### config.mk
export PLATFORM = sky130hd
export DESIGN_NAME = frt_timer
export DESIGN_NICKNAME = d
export VERILOG_FILES = /design/src/include/frt_pkg.sv /design/src/logic/frt_timer.sv /design/src/logic/frt_prescale.sv /design/src/logic/frt_edge_sync.sv
export SDC_FILE = /design/constraint.sdc
export NUM_CORES = 1
export LEC_CHECK = 0
export ABC_CLOCK_PERIOD_IN_PS = 2430
export BUFFER_PORTS_ARGS = -buffer_cell sky130_fd_sc_hd__clkbuf_2
export CAP_MARGIN = 30
export CORE_MARGIN = 3
export CORE_UTILIZATION = 25
export CTS_BUF_LIST = sky130_fd_sc_hd__clkbuf_16
export DETAILED_ROUTE_END_ITERATION = 12
export HOLD_SLACK_MARGIN = 0.06
export SLEW_MARGIN = 20
export SYNTH_ARGS = -nofsm -noshare
export SYNTH_HDL_FRONTEND = slang
export SYNTH_SLANG_ARGS = --single-unit
### constraint.sdc
create_clock -name clk -period 2.43 [get_ports clk]
set_clock_uncertainty 0.1 [all_clocks]
set_input_delay 0.243 -clock clk [delete_from_list [all_inputs] [get_ports clk]]
set_output_delay 0.243 -clock clk [all_outputs]
set_load 0.01 [all_outputs]
### src/include/frt_pkg.sv
/*
 * Constants and carriers for the free-running timer with capture and compare.
 * Assumes a byte-wide CPU register port with 8-bit register addresses.
 */
package frt_pkg;
    // ------------------------------------------------------------
    // Register addresses
    // ------------------------------------------------------------
    localparam logic [7:0] ADDR_CTRL     = 8'h12;
    localparam logic [7:0] ADDR_FLAGS    = 8'h13;
    localparam logic [7:0] ADDR_CAP_HI   = 8'h14;
    localparam logic [7:0] ADDR_CAP_LO   = 8'h15;
    localparam logic [7:0] ADDR_CMP_HI   = 8'h16;
    localparam logic [7:0] ADDR_CMP_LO   = 8'h17;
    localparam logic [7:0] ADDR_CNT_HI   = 8'h18;
    localparam logic [7:0] ADDR_CNT_LO   = 8'h19;
    localparam logic [7:0] ADDR_ALT_HI   = 8'h1A;
    localparam logic [7:0] ADDR_ALT_LO   = 8'h1B;

    // ------------------------------------------------------------
    // Field positions in control and flag registers
    // ------------------------------------------------------------
    localparam int CTRL_CAP_IE  = 7;
    localparam int CTRL_CMP_IE  = 6;
    localparam int CTRL_OVF_IE  = 5;
    localparam int CTRL_EDGE    = 1;
    localparam int CTRL_LEVEL   = 0;
    localparam int FLAG_CAP     = 7;
    localparam int FLAG_CMP     = 6;
    localparam int FLAG_OVF     = 5;

    // ------------------------------------------------------------
    // Reset values and timing
    // ------------------------------------------------------------
    localparam logic [15:0] CNT_RESET = 16'hFFFC;
    localparam logic [15:0] CNT_MAX   = 16'hFFFF;
    localparam int          PRESCALE  = 4;

    typedef struct packed {
        logic       rd;
        logic       wr;
        logic [7:0] addr;
        logic [7:0] wdata;
    } frt_bus_req_t;

    typedef struct packed {
        logic cap_ie;
        logic cmp_ie;
        logic ovf_ie;
        logic edge_rise;
        logic level;
    } frt_ctrl_t;

    typedef enum logic [2:0] {
        RD_IDLE = 3'b001,
        RD_CNT  = 3'b010,
        RD_CAP  = 3'b100
    } frt_hold_t;
endpackage

### src/logic/frt_timer.sv
/*
 * Free-running 16-bit timer with one input capture and one output compare,
 * reached through a byte-wide CPU register port.
 * Assumes rd and wr are one-cycle strobes on clk, never together, and that
 * osc_ready rises once the oscillator start-up delay has ended.
 */
`timescale 1ns/1ps
// Behaviour
// - 16-bit counter runs freely, advancing once every four bus clocks.
// - Counter advances on its own tick; reads never change the count.
// - High-byte counter read buffers low byte; buffer frozen until low read.
// - Low-byte read without prior high read returns the live count.
// - Two addresses show the count; only the primary takes part in clearing.
// - Reset loads FFFC; counting waits for the oscillator start-up delay.
// - Wrap from FFFF to 0000 sets overflow flag, interrupting if enabled.
// - Compare value fully read/write, untouched by reset and hardware.
// - Equality sets compare flag, latches output level, interrupts if enabled.
// - Compare high write suspends matching until low write; low alone doesn't.
// - Writing one compare byte leaves the other unchanged.
// - Level latched on every match; pin driven after a match if output.
// - Selected edge on capture pin copies the counter into capture register.
// - Captured value is one plus the count before the transition.
// - Every qualifying edge not blocked by a capture high read captures, regardless of capture flag.
// - Capture high read blocks captures until capture low read.
// - Reset leaves capture register unchanged.
// - Flag clears after flags access while set, then its low-byte access.
// - Edge select 1 rising, 0 falling; unaffected by reset.
module frt_timer (
    input  wire logic                 clk,           // System clock, 200 MHz
    input  wire logic                 rst,           // Async reset, high
    input  wire logic                 osc_ready,     // Start-up delay ended
    input  wire frt_pkg::frt_bus_req_t bus_req,      // CPU byte access
    output logic [7:0]                rdata,         // Read data, registered
    input  wire logic                 capture_input_pin, // Capture pin
    input  wire logic                 compare_pin_direction_bit, // 1 drives pin
    output logic                      compare_output_pin, // Compare level
    output logic                      compare_output_en_n, // Low while pin driven
    output logic                      timer_irq      // Combined request
);
    // ------------------------------------------------------------
    // State
    // ------------------------------------------------------------
    logic [15:0]       count_q, count_d;
    logic [15:0]       count_p1_q, count_p2_q;
    logic [15:0]       capture_q, capture_d;
    logic [15:0]       compare_q, compare_d;
    logic [7:0]        lo_buf_q, lo_buf_d;
    logic              lo_held_q, lo_held_d;
    frt_pkg::frt_hold_t hold_q, hold_d;
    logic              cmp_inhibit_q, cmp_inhibit_d;
    logic              cap_block_q, cap_block_d;
    logic              ovf_flag_q, ovf_flag_d;
    logic              cmp_flag_q, cmp_flag_d;
    logic              cap_flag_q, cap_flag_d;
    logic              ovf_arm_q, ovf_arm_d;
    logic              cmp_arm_q, cmp_arm_d;
    logic              cap_arm_q, cap_arm_d;
    logic              level_q, level_d;
    logic              matched_q, matched_d;
    logic              cmp_check_q;
    logic [7:0]        rdata_q, rdata_d;
    frt_pkg::frt_ctrl_t ctrl_q, ctrl_d;
    logic              edge_q, edge_d;

    logic tick;
    logic cap_edge;
    logic rd_any;
    logic wr_any;
    logic flags_acc;
    logic match;
    logic pin_drive;

    function automatic logic hit(input logic [7:0] a, input logic [7:0] target);
        return a == target;
    endfunction

    // ------------------------------------------------------------
    // Prescaler and capture pin
    // ------------------------------------------------------------
    frt_prescale #(
        .DIV (frt_pkg::PRESCALE)
    ) u_prescale (
        .clk  (clk),
        .rst  (rst),
        .run  (osc_ready),
        .tick (tick)
    );

    frt_edge_sync u_edge (
        .clk       (clk),
        .rst       (rst),
        .pin       (capture_input_pin),
        .rise_sel  (edge_q),
        .edge_seen (cap_edge)
    );

    assign rd_any    = bus_req.rd;
    assign wr_any    = bus_req.wr;
    assign flags_acc = (rd_any || wr_any) && hit(bus_req.addr, frt_pkg::ADDR_FLAGS);
    // One check per count value, taken the cycle after the counter moves
    assign match     = cmp_check_q && !cmp_inhibit_q && (count_q == compare_q);

    // ------------------------------------------------------------
    // Counter
    // ------------------------------------------------------------
    always_comb begin
        count_d = count_q;
        if (tick) begin
            count_d = count_q + 16'h0001;
        end
    end

    always_ff @(posedge clk or posedge rst) begin
        if (rst) begin
            count_q     <= frt_pkg::CNT_RESET;
            count_p1_q  <= frt_pkg::CNT_RESET;
            count_p2_q  <= frt_pkg::CNT_RESET;
            cmp_check_q <= 1'b0;
        end else begin
            count_q     <= count_d;
            count_p1_q  <= count_q;
            count_p2_q  <= count_p1_q;
            cmp_check_q <= tick;
        end
    end

    // ------------------------------------------------------------
    // Register access side effects and flags
    // ------------------------------------------------------------
    always_comb begin
        lo_buf_d      = lo_buf_q;
        lo_held_d     = lo_held_q;
        hold_d        = hold_q;
        cmp_inhibit_d = cmp_inhibit_q;
        cap_block_d   = cap_block_q;
        ovf_arm_d     = ovf_arm_q;
        cmp_arm_d     = cmp_arm_q;
        cap_arm_d     = cap_arm_q;
        ovf_flag_d    = ovf_flag_q;
        cmp_flag_d    = cmp_flag_q;
        cap_flag_d    = cap_flag_q;
        level_d       = level_q;
        matched_d     = matched_q;
        rdata_d       = rdata_q;

        if (flags_acc) begin
            ovf_arm_d = ovf_flag_q;
            cmp_arm_d = cmp_flag_q;
            cap_arm_d = cap_flag_q;
        end

        if (rd_any) begin
            case (bus_req.addr)
                frt_pkg::ADDR_CTRL: begin
                    rdata_d = {ctrl_q.cap_ie, ctrl_q.cmp_ie, ctrl_q.ovf_ie, 3'h0,
                               edge_q, ctrl_q.level};
                end
                frt_pkg::ADDR_FLAGS: begin
                    rdata_d = {cap_flag_q, cmp_flag_q, ovf_flag_q, 5'h00};
                end
                frt_pkg::ADDR_CAP_HI: begin
                    rdata_d     = capture_q[15:8];
                    cap_block_d = 1'b1;
                end
                frt_pkg::ADDR_CAP_LO: begin
                    rdata_d     = capture_q[7:0];
                    cap_block_d = 1'b0;
                    if (cap_arm_q) begin
                        cap_flag_d = 1'b0;
                        cap_arm_d  = 1'b0;
                    end
                end
                frt_pkg::ADDR_CMP_HI: rdata_d = compare_q[15:8];
                frt_pkg::ADDR_CMP_LO: begin
                    rdata_d = compare_q[7:0];
                    if (cmp_arm_q) begin
                        cmp_flag_d = 1'b0;
                        cmp_arm_d  = 1'b0;
                    end
                end
                frt_pkg::ADDR_CNT_HI, frt_pkg::ADDR_ALT_HI: begin
                    rdata_d = count_q[15:8];
                    if (!lo_held_q) begin
                        lo_buf_d  = count_q[7:0];
                        lo_held_d = 1'b1;
                    end
                end
                frt_pkg::ADDR_CNT_LO, frt_pkg::ADDR_ALT_LO: begin
                    rdata_d   = lo_held_q ? lo_buf_q : count_q[7:0];
                    lo_held_d = 1'b0;
                    if (hit(bus_req.addr, frt_pkg::ADDR_CNT_LO) && ovf_arm_q) begin
                        ovf_flag_d = 1'b0;
                        ovf_arm_d  = 1'b0;
                    end
                end
                default: rdata_d = 8'h00;
            endcase
        end

        if (wr_any) begin
            if (hit(bus_req.addr, frt_pkg::ADDR_CMP_HI)) begin
                cmp_inhibit_d = 1'b1;
            end
            if (hit(bus_req.addr, frt_pkg::ADDR_CMP_LO)) begin
                cmp_inhibit_d = 1'b0;
                if (cmp_arm_q) begin
                    cmp_flag_d = 1'b0;
                    cmp_arm_d  = 1'b0;
                end
            end
        end

        // Hardware events come last so a set wins over a same-cycle clear
        if (tick && (count_q == frt_pkg::CNT_MAX)) begin
            ovf_flag_d = 1'b1;
        end
        if (match) begin
            cmp_flag_d = 1'b1;
            level_d    = ctrl_q.level;
            matched_d  = 1'b1;
        end
        if (cap_edge && !cap_block_q) begin
            cap_flag_d = 1'b1;
        end
        hold_d = lo_held_d ? frt_pkg::RD_CNT : (cap_block_d ? frt_pkg::RD_CAP : frt_pkg::RD_IDLE);
    end

    // OVERFLOW_FLAG and control state take reset values
    always_ff @(posedge clk or posedge rst) begin
        if (rst) begin
            lo_buf_q      <= 8'h00;
            lo_held_q     <= 1'b0;
            hold_q        <= frt_pkg::RD_IDLE;
            cmp_inhibit_q <= 1'b0;
            cap_block_q   <= 1'b0;
            ovf_arm_q     <= 1'b0;
            cmp_arm_q     <= 1'b0;
            cap_arm_q     <= 1'b0;
            ovf_flag_q    <= 1'b0;
            level_q       <= 1'b0;
            matched_q     <= 1'b0;
            rdata_q       <= 8'h00;
        end else begin
            lo_buf_q      <= lo_buf_d;
            lo_held_q     <= lo_held_d;
            hold_q        <= hold_d;
            cmp_inhibit_q <= cmp_inhibit_d;
            cap_block_q   <= cap_block_d;
            ovf_arm_q     <= ovf_arm_d;
            cmp_arm_q     <= cmp_arm_d;
            cap_arm_q     <= cap_arm_d;
            ovf_flag_q    <= ovf_flag_d;
            level_q       <= level_d;
            matched_q     <= matched_d;
            rdata_q       <= rdata_d;
        end
    end

    // Compare and capture flags survive reset, like the values they track
    always_ff @(posedge clk) begin
        cmp_flag_q <= cmp_flag_d;
        cap_flag_q <= cap_flag_d;
    end

    // ------------------------------------------------------------
    // Control, compare value, capture value
    // ------------------------------------------------------------
    always_comb begin
        ctrl_d    = ctrl_q;
        edge_d    = edge_q;
        compare_d = compare_q;
        capture_d = capture_q;
        if (wr_any) begin
            case (bus_req.addr)
                frt_pkg::ADDR_CTRL: begin
                    ctrl_d.cap_ie = bus_req.wdata[frt_pkg::CTRL_CAP_IE];
                    ctrl_d.cmp_ie = bus_req.wdata[frt_pkg::CTRL_CMP_IE];
                    ctrl_d.ovf_ie = bus_req.wdata[frt_pkg::CTRL_OVF_IE];
                    ctrl_d.level  = bus_req.wdata[frt_pkg::CTRL_LEVEL];
                    edge_d        = bus_req.wdata[frt_pkg::CTRL_EDGE];
                end
                frt_pkg::ADDR_CMP_HI: compare_d[15:8] = bus_req.wdata;
                frt_pkg::ADDR_CMP_LO: compare_d[7:0]  = bus_req.wdata;
                default: ;
            endcase
        end
        // Count lags the pin by the synchroniser; p2 lines up with the pin edge
        if (cap_edge && !cap_block_q) begin
            capture_d = count_p2_q + 16'h0001;
        end
    end

    always_ff @(posedge clk or posedge rst) begin
        if (rst) begin
            ctrl_q <= '0;
        end else begin
            ctrl_q <= ctrl_d;
        end
    end

    // No reset: compare, capture and edge select keep their contents
    always_ff @(posedge clk) begin
        compare_q <= compare_d;
        capture_q <= capture_d;
        edge_q    <= edge_d;
    end

    // ------------------------------------------------------------
    // Outputs
    // ------------------------------------------------------------
    assign rdata              = rdata_q;
    assign pin_drive           = compare_pin_direction_bit && matched_q;
    assign compare_output_en_n = !pin_drive;
    assign compare_output_pin  = pin_drive && level_q;
    assign timer_irq = (ovf_flag_q && ctrl_q.ovf_ie)
                     || (cmp_flag_q && ctrl_q.cmp_ie)
                     || (cap_flag_q && ctrl_q.cap_ie);
endmodule

### src/logic/frt_prescale.sv
/*
 * Fixed divider producing a one-cycle enable every DIV clocks.
 * Assumes run is a level on the same clock.
 */
`timescale 1ns/1ps
module frt_prescale #(
    parameter int DIV = frt_pkg::PRESCALE
) (
    input  wire logic clk,   // System clock
    input  wire logic rst,   // Async reset, high
    input  wire logic run,   // Divider enable
    output logic      tick   // One-cycle enable
);
    localparam int W = (DIV > 1) ? $clog2(DIV) : 1;
    localparam logic [W-1:0] LAST = W'(DIV - 1);

    logic [W-1:0] div_q;
    logic [W-1:0] div_d;

    always_comb begin
        div_d = div_q;
        if (run) begin
            div_d = (div_q == LAST) ? '0 : div_q + W'(1);
        end
    end

    always_ff @(posedge clk or posedge rst) begin
        if (rst) begin
            div_q <= '0;
        end else begin
            div_q <= div_d;
        end
    end

    assign tick = run && (div_q == LAST);
endmodule

### src/logic/frt_edge_sync.sv
/*
 * Two-flop synchroniser and edge detector for the capture pin.
 * Assumes pin is asynchronous to clk; polarity comes from clk logic.
 */
`timescale 1ns/1ps
module frt_edge_sync (
    input  wire logic clk,        // System clock
    input  wire logic rst,        // Async reset, high
    input  wire logic pin,        // Raw capture pin
    input  wire logic rise_sel,   // 1 rising, 0 falling
    output logic      edge_seen   // One-cycle pulse on selected edge
);
    logic meta_q;
    logic sync_q;
    logic prev_q;

    always_ff @(posedge clk or posedge rst) begin
        if (rst) begin
            meta_q <= 1'b0;
            sync_q <= 1'b0;
            prev_q <= 1'b0;
        end else begin
            meta_q <= pin;
            sync_q <= meta_q;
            prev_q <= sync_q;
        end
    end

    assign edge_seen = rise_sel ? (sync_q && !prev_q) : (!sync_q && prev_q);
endmodule

==> results by group <==
Clock tree
  – Root Buffer: clkbuf_16
  – Clock buffer depth: 2
  – Post-CTS setup buffer count: 0
  – H-tree depth: 4
  – CTS Buf Count: 17
  – Clock transition at the registers of the reported paths: 0.05 ns
  – # clock sinks: 118
  – Hold Buf Count CTS: 11
  – CTS tree: built
  – Resized cells post-CTS: 0
  – Worst-Skew Late Latency: 0.41 ns

Finish
  – Design area: 6250 sq um
  – Layout net count: between 400 and 500
  – Synthesis-to-layout area growth: 23.3%
  – Fraction of layout cells with a size suffix above 1: 0.291
  – Fin cells: 722
  – # diodes: 0

Floorplanning
  – Chip width: 148 um
  – Number of core rows: between 50 and 60
  – Starting Density: 0.257
  – # IOs: 34
  – CORE AREA: 19700 sq um
  – Die Ht: approximately 150 um
  – Die Footprint: approximately 22000 sq um

Yosys
  – Top-count cell post-synth: dfstp_2
  – Simple-Gate Fraction of Synth Area: 0.104
  – Synthesized area: roughly 5100 sq um
  – Async set-or-reset flop fraction in the synthesized netlist: 0.703
  – Sequential share of the synthesized area: 0.624
  – Post-synth EDFFs: 33
  – Area leader, netlist: dfstp_2
  – Adder-Cell Fraction of Synth Area: 0.00741
  – Area share of the largest cell type after synthesis: 0.218
  – Post-synthesis compound-gate area fraction: 0.0632
  – Netlist cell types: 45
  – Ys Warns: 0
  – Area contributors post-synth: dfstp_2, dfrtp_1, edfxtp_1
  – Largest family of logic cells by synthesized area: simple AND/OR/NAND/NOR gates
  – Post-Syn Instances: slightly below 400
  – Syn nets: 417
  – Synth Area per Inst: 13.0 sq um
  – Yosys reg bits: 118
  – Post-synth top cells: dfstp_2, dfrtp_1, edfxtp_1
  – Post-synthesis xor/xnor area fraction: 0.0778
  – Post-synthesis mux area share: 0.0953
  – Prevailing post-synth register cell: dfstp_2

Critical path
  – CP max stage delay: 0.48 ns
  – R2r setup slk: 0.37 ns
  – CP required: 2.66 ns
  – CP max-delay cell: dfrtp_1
  – R2r startpoint: count_q[0]
  – CP Cell Sequence: ha_1 > and3_1 > nand4_1 > nor3_1 > nand3_1 > xnor2_1
  – Critical path class: register to register
  – WP data arrival: between 2 and 2.5 ns
  – Crit. End Element: register
  – Worst Reg-to-Reg Cells: 6
  – Critical Path Source Type: register
  – CP Max Fanout: 7
  – RR Endpoint: count_q[14]

Global route
  – Vias in the first global route: 3398
  – Global-route wire length before repair: about 19000 um
  – GRT Util Overall: 0.115
  – Largest net degree at the start of global routing: 37
  – Overflow after GRT: 0
  – Antenna violations before repair: 0

Power
  – LEAKAGE: 2.59 nW
  – Worst IR Drop VDD: 0.413 mV
  – PwrDens: between 800 and 900 nW/um^2
  – Sw frac: 0.231
  – Reg power frac: 0.454
  – Switching pwr: 0.00125 W
  – Combinational fraction of design power: 0.085
  – Clk pwr share: 0.461
  – P_int: 0.00414 W

Drt
  – Avg WL per Cell: roughly 17 um
  – Drt pass-1 iters: 4
  – Antenna viol nets, final: 0
  – DRT Wirelength: roughly 12000 um
  – First DRT Iteration DRCs: around 260
  – Via count: 3247
  – Routed vias/inst: between 4 and 5
  – Drt drc: 0

STA
  – Rel. slew slack: 0.623
  – Tmin final: a little over 2 ns
  – Max Clk Rate: 486 MHz
  – Final setup viols: 0
  – Final Max Tran Viols: 0
  – Final Cycle Share: 0.846
  – Worst Tran Pin Value: 0.565 ns
  – RSZ-0062 raised after global routing: false
  – Setup TNS: 0 ns
  – Fin. Hold Viols: 0

Worst hold path
  – Worst Hold Launch: bus_req[12]
  – Worst hold stages: 3
  – Worst Hold Endpoint: lo_held_q
  – Tightest Hold Check Type: primary input to register

Run status
  – Status: finished clean

Place
  – Cell Area, Placed: 5550 sq um
  – Gpl congestion: 0.869
  – Dpl cells: 679
  – Count of input and output buffers: 33
  – Dpl hpwl: 8690 um

Job
  – Max-cap viol count: 0
[routing by layer]
layer | vias to the layer above | global-route usage | wire [um]
li1 | 1500 | - | -
met1 | 1622 | 0.156 | 5360
met2 | 109 | 0.174 | 5630
met3 | 16 | 0.0381 | 811
met4 | 0 | 0.0365 | 152
met5 | - | 0 | 0
[metrics by stage]
step,worst slack [ns],hold WS (ns),power [W],util
2_1_floorplan,0.0197,0.174,0.00274,-
3_3_place_gp,0.433,0.183,0.00290,0.281
3_5_place_dp,0.407,0.192,0.00292,0.281
4_1_cts,0.396,0.0648,0.00545,0.317
5_1_grt,0.199,0.113,0.00562,0.317
6_report,0.373,0.100,0.00539,0.317
[sequential cells by signal, summed over array words and instances, names as in the netlist, 2 cells and up]
register          flops
compare_q            16
count_p2_q           16
lo_buf_q              8
capture_q            16
count_p1_q           16
count_q              16
u_prescale.div_q      2
ctrl_q                4
rdata                 8
[logic make-up after synthesis]
logic type | Yosys count
flops | 118
simple gates | 100
compound gates | 49
xor+xnor | 45
mux | 43
buf+inv | 33
fa+ha+maj | 3
[power by group through the flow]
stage | sequential [W] | combinational, W | clock, W
finish | 0.00245 | 0.000460 | 0.00248
global route | 0.00247 | 0.000518 | 0.00263
CTS | 0.00245 | 0.000466 | 0.00254
detailed placement | 0.00248 | 0.000448 | 0
global placement | 0.00247 | 0.000434 | 0
floorplan | 0.00240 | 0.000340 | 0
[worst max-delay path by stage]
stage / start / end / slack [ns] / depth (start not counted)
after floorplan: rst / cap_arm_q / 0.02 / 1
after detailed placement: bus_req[10] / lo_buf_q[4] / 0.41 / 4
after CTS: count_q[0] / count_q[14] / 0.40 / 6
after global placement: bus_req[10] / lo_buf_q[0] / 0.43 / 4
after global routing: count_q[0] / count_q[14] / 0.20 / 6
final: count_q[0] / count_q[14] / 0.37 / 6
[cell usage in the layout (no fill, tap or decap), drive strengths merged, types with 4 or more instances in the layout]
| master | Yosys | routed |
|---|---|---|
| nand2b | 6 | 6 |
| xor2 | 23 | 23 |
| nand4 | 9 | 9 |
| dfstp | 42 | 42 |
| mux2i | 22 | 22 |
| nand2 | 19 | 19 |
| mux2 | 21 | 21 |
| xnor2 | 22 | 22 |
| clkinv | 0 | 7 |
| o21ai | 14 | 14 |
| o221ai | 4 | 4 |
| nor3 | 7 | 7 |
| o22ai | 10 | 10 |
| inv | 15 | 19 |
| clkbuf | 10 | 51 |
| a21oi | 7 | 7 |
| nor2 | 22 | 22 |
| nand3 | 14 | 14 |
| edfxtp | 33 | 33 |
| dfrtp | 41 | 41 |
| dlygate4sd3 | 0 | 11 |
| buf | 8 | 8 |
| and3 | 9 | 9 |
[critical path: cells and delay by family (launching register included)]
family / cells / cell delay (ns)
and+or+nand+nor: 4 / 1.05
DFF: 1 / 0.48
adders and majority gates: 1 / 0.20
xor gates and xnor gates: 1 / 0.15
[area by class of cell]
cell class,count,area [sq um]
Clock inverter,14,141
Fill cell,1980,13500
Clock buffer,18,450
Multi-Input combinational cell,240,1760
Tap cell,265,332
Inverter,15,57.6
Timing Repair Buffer,52,348
Sequential cell,118,3160
Note: power is estimated with default switching activity, not from simulation.
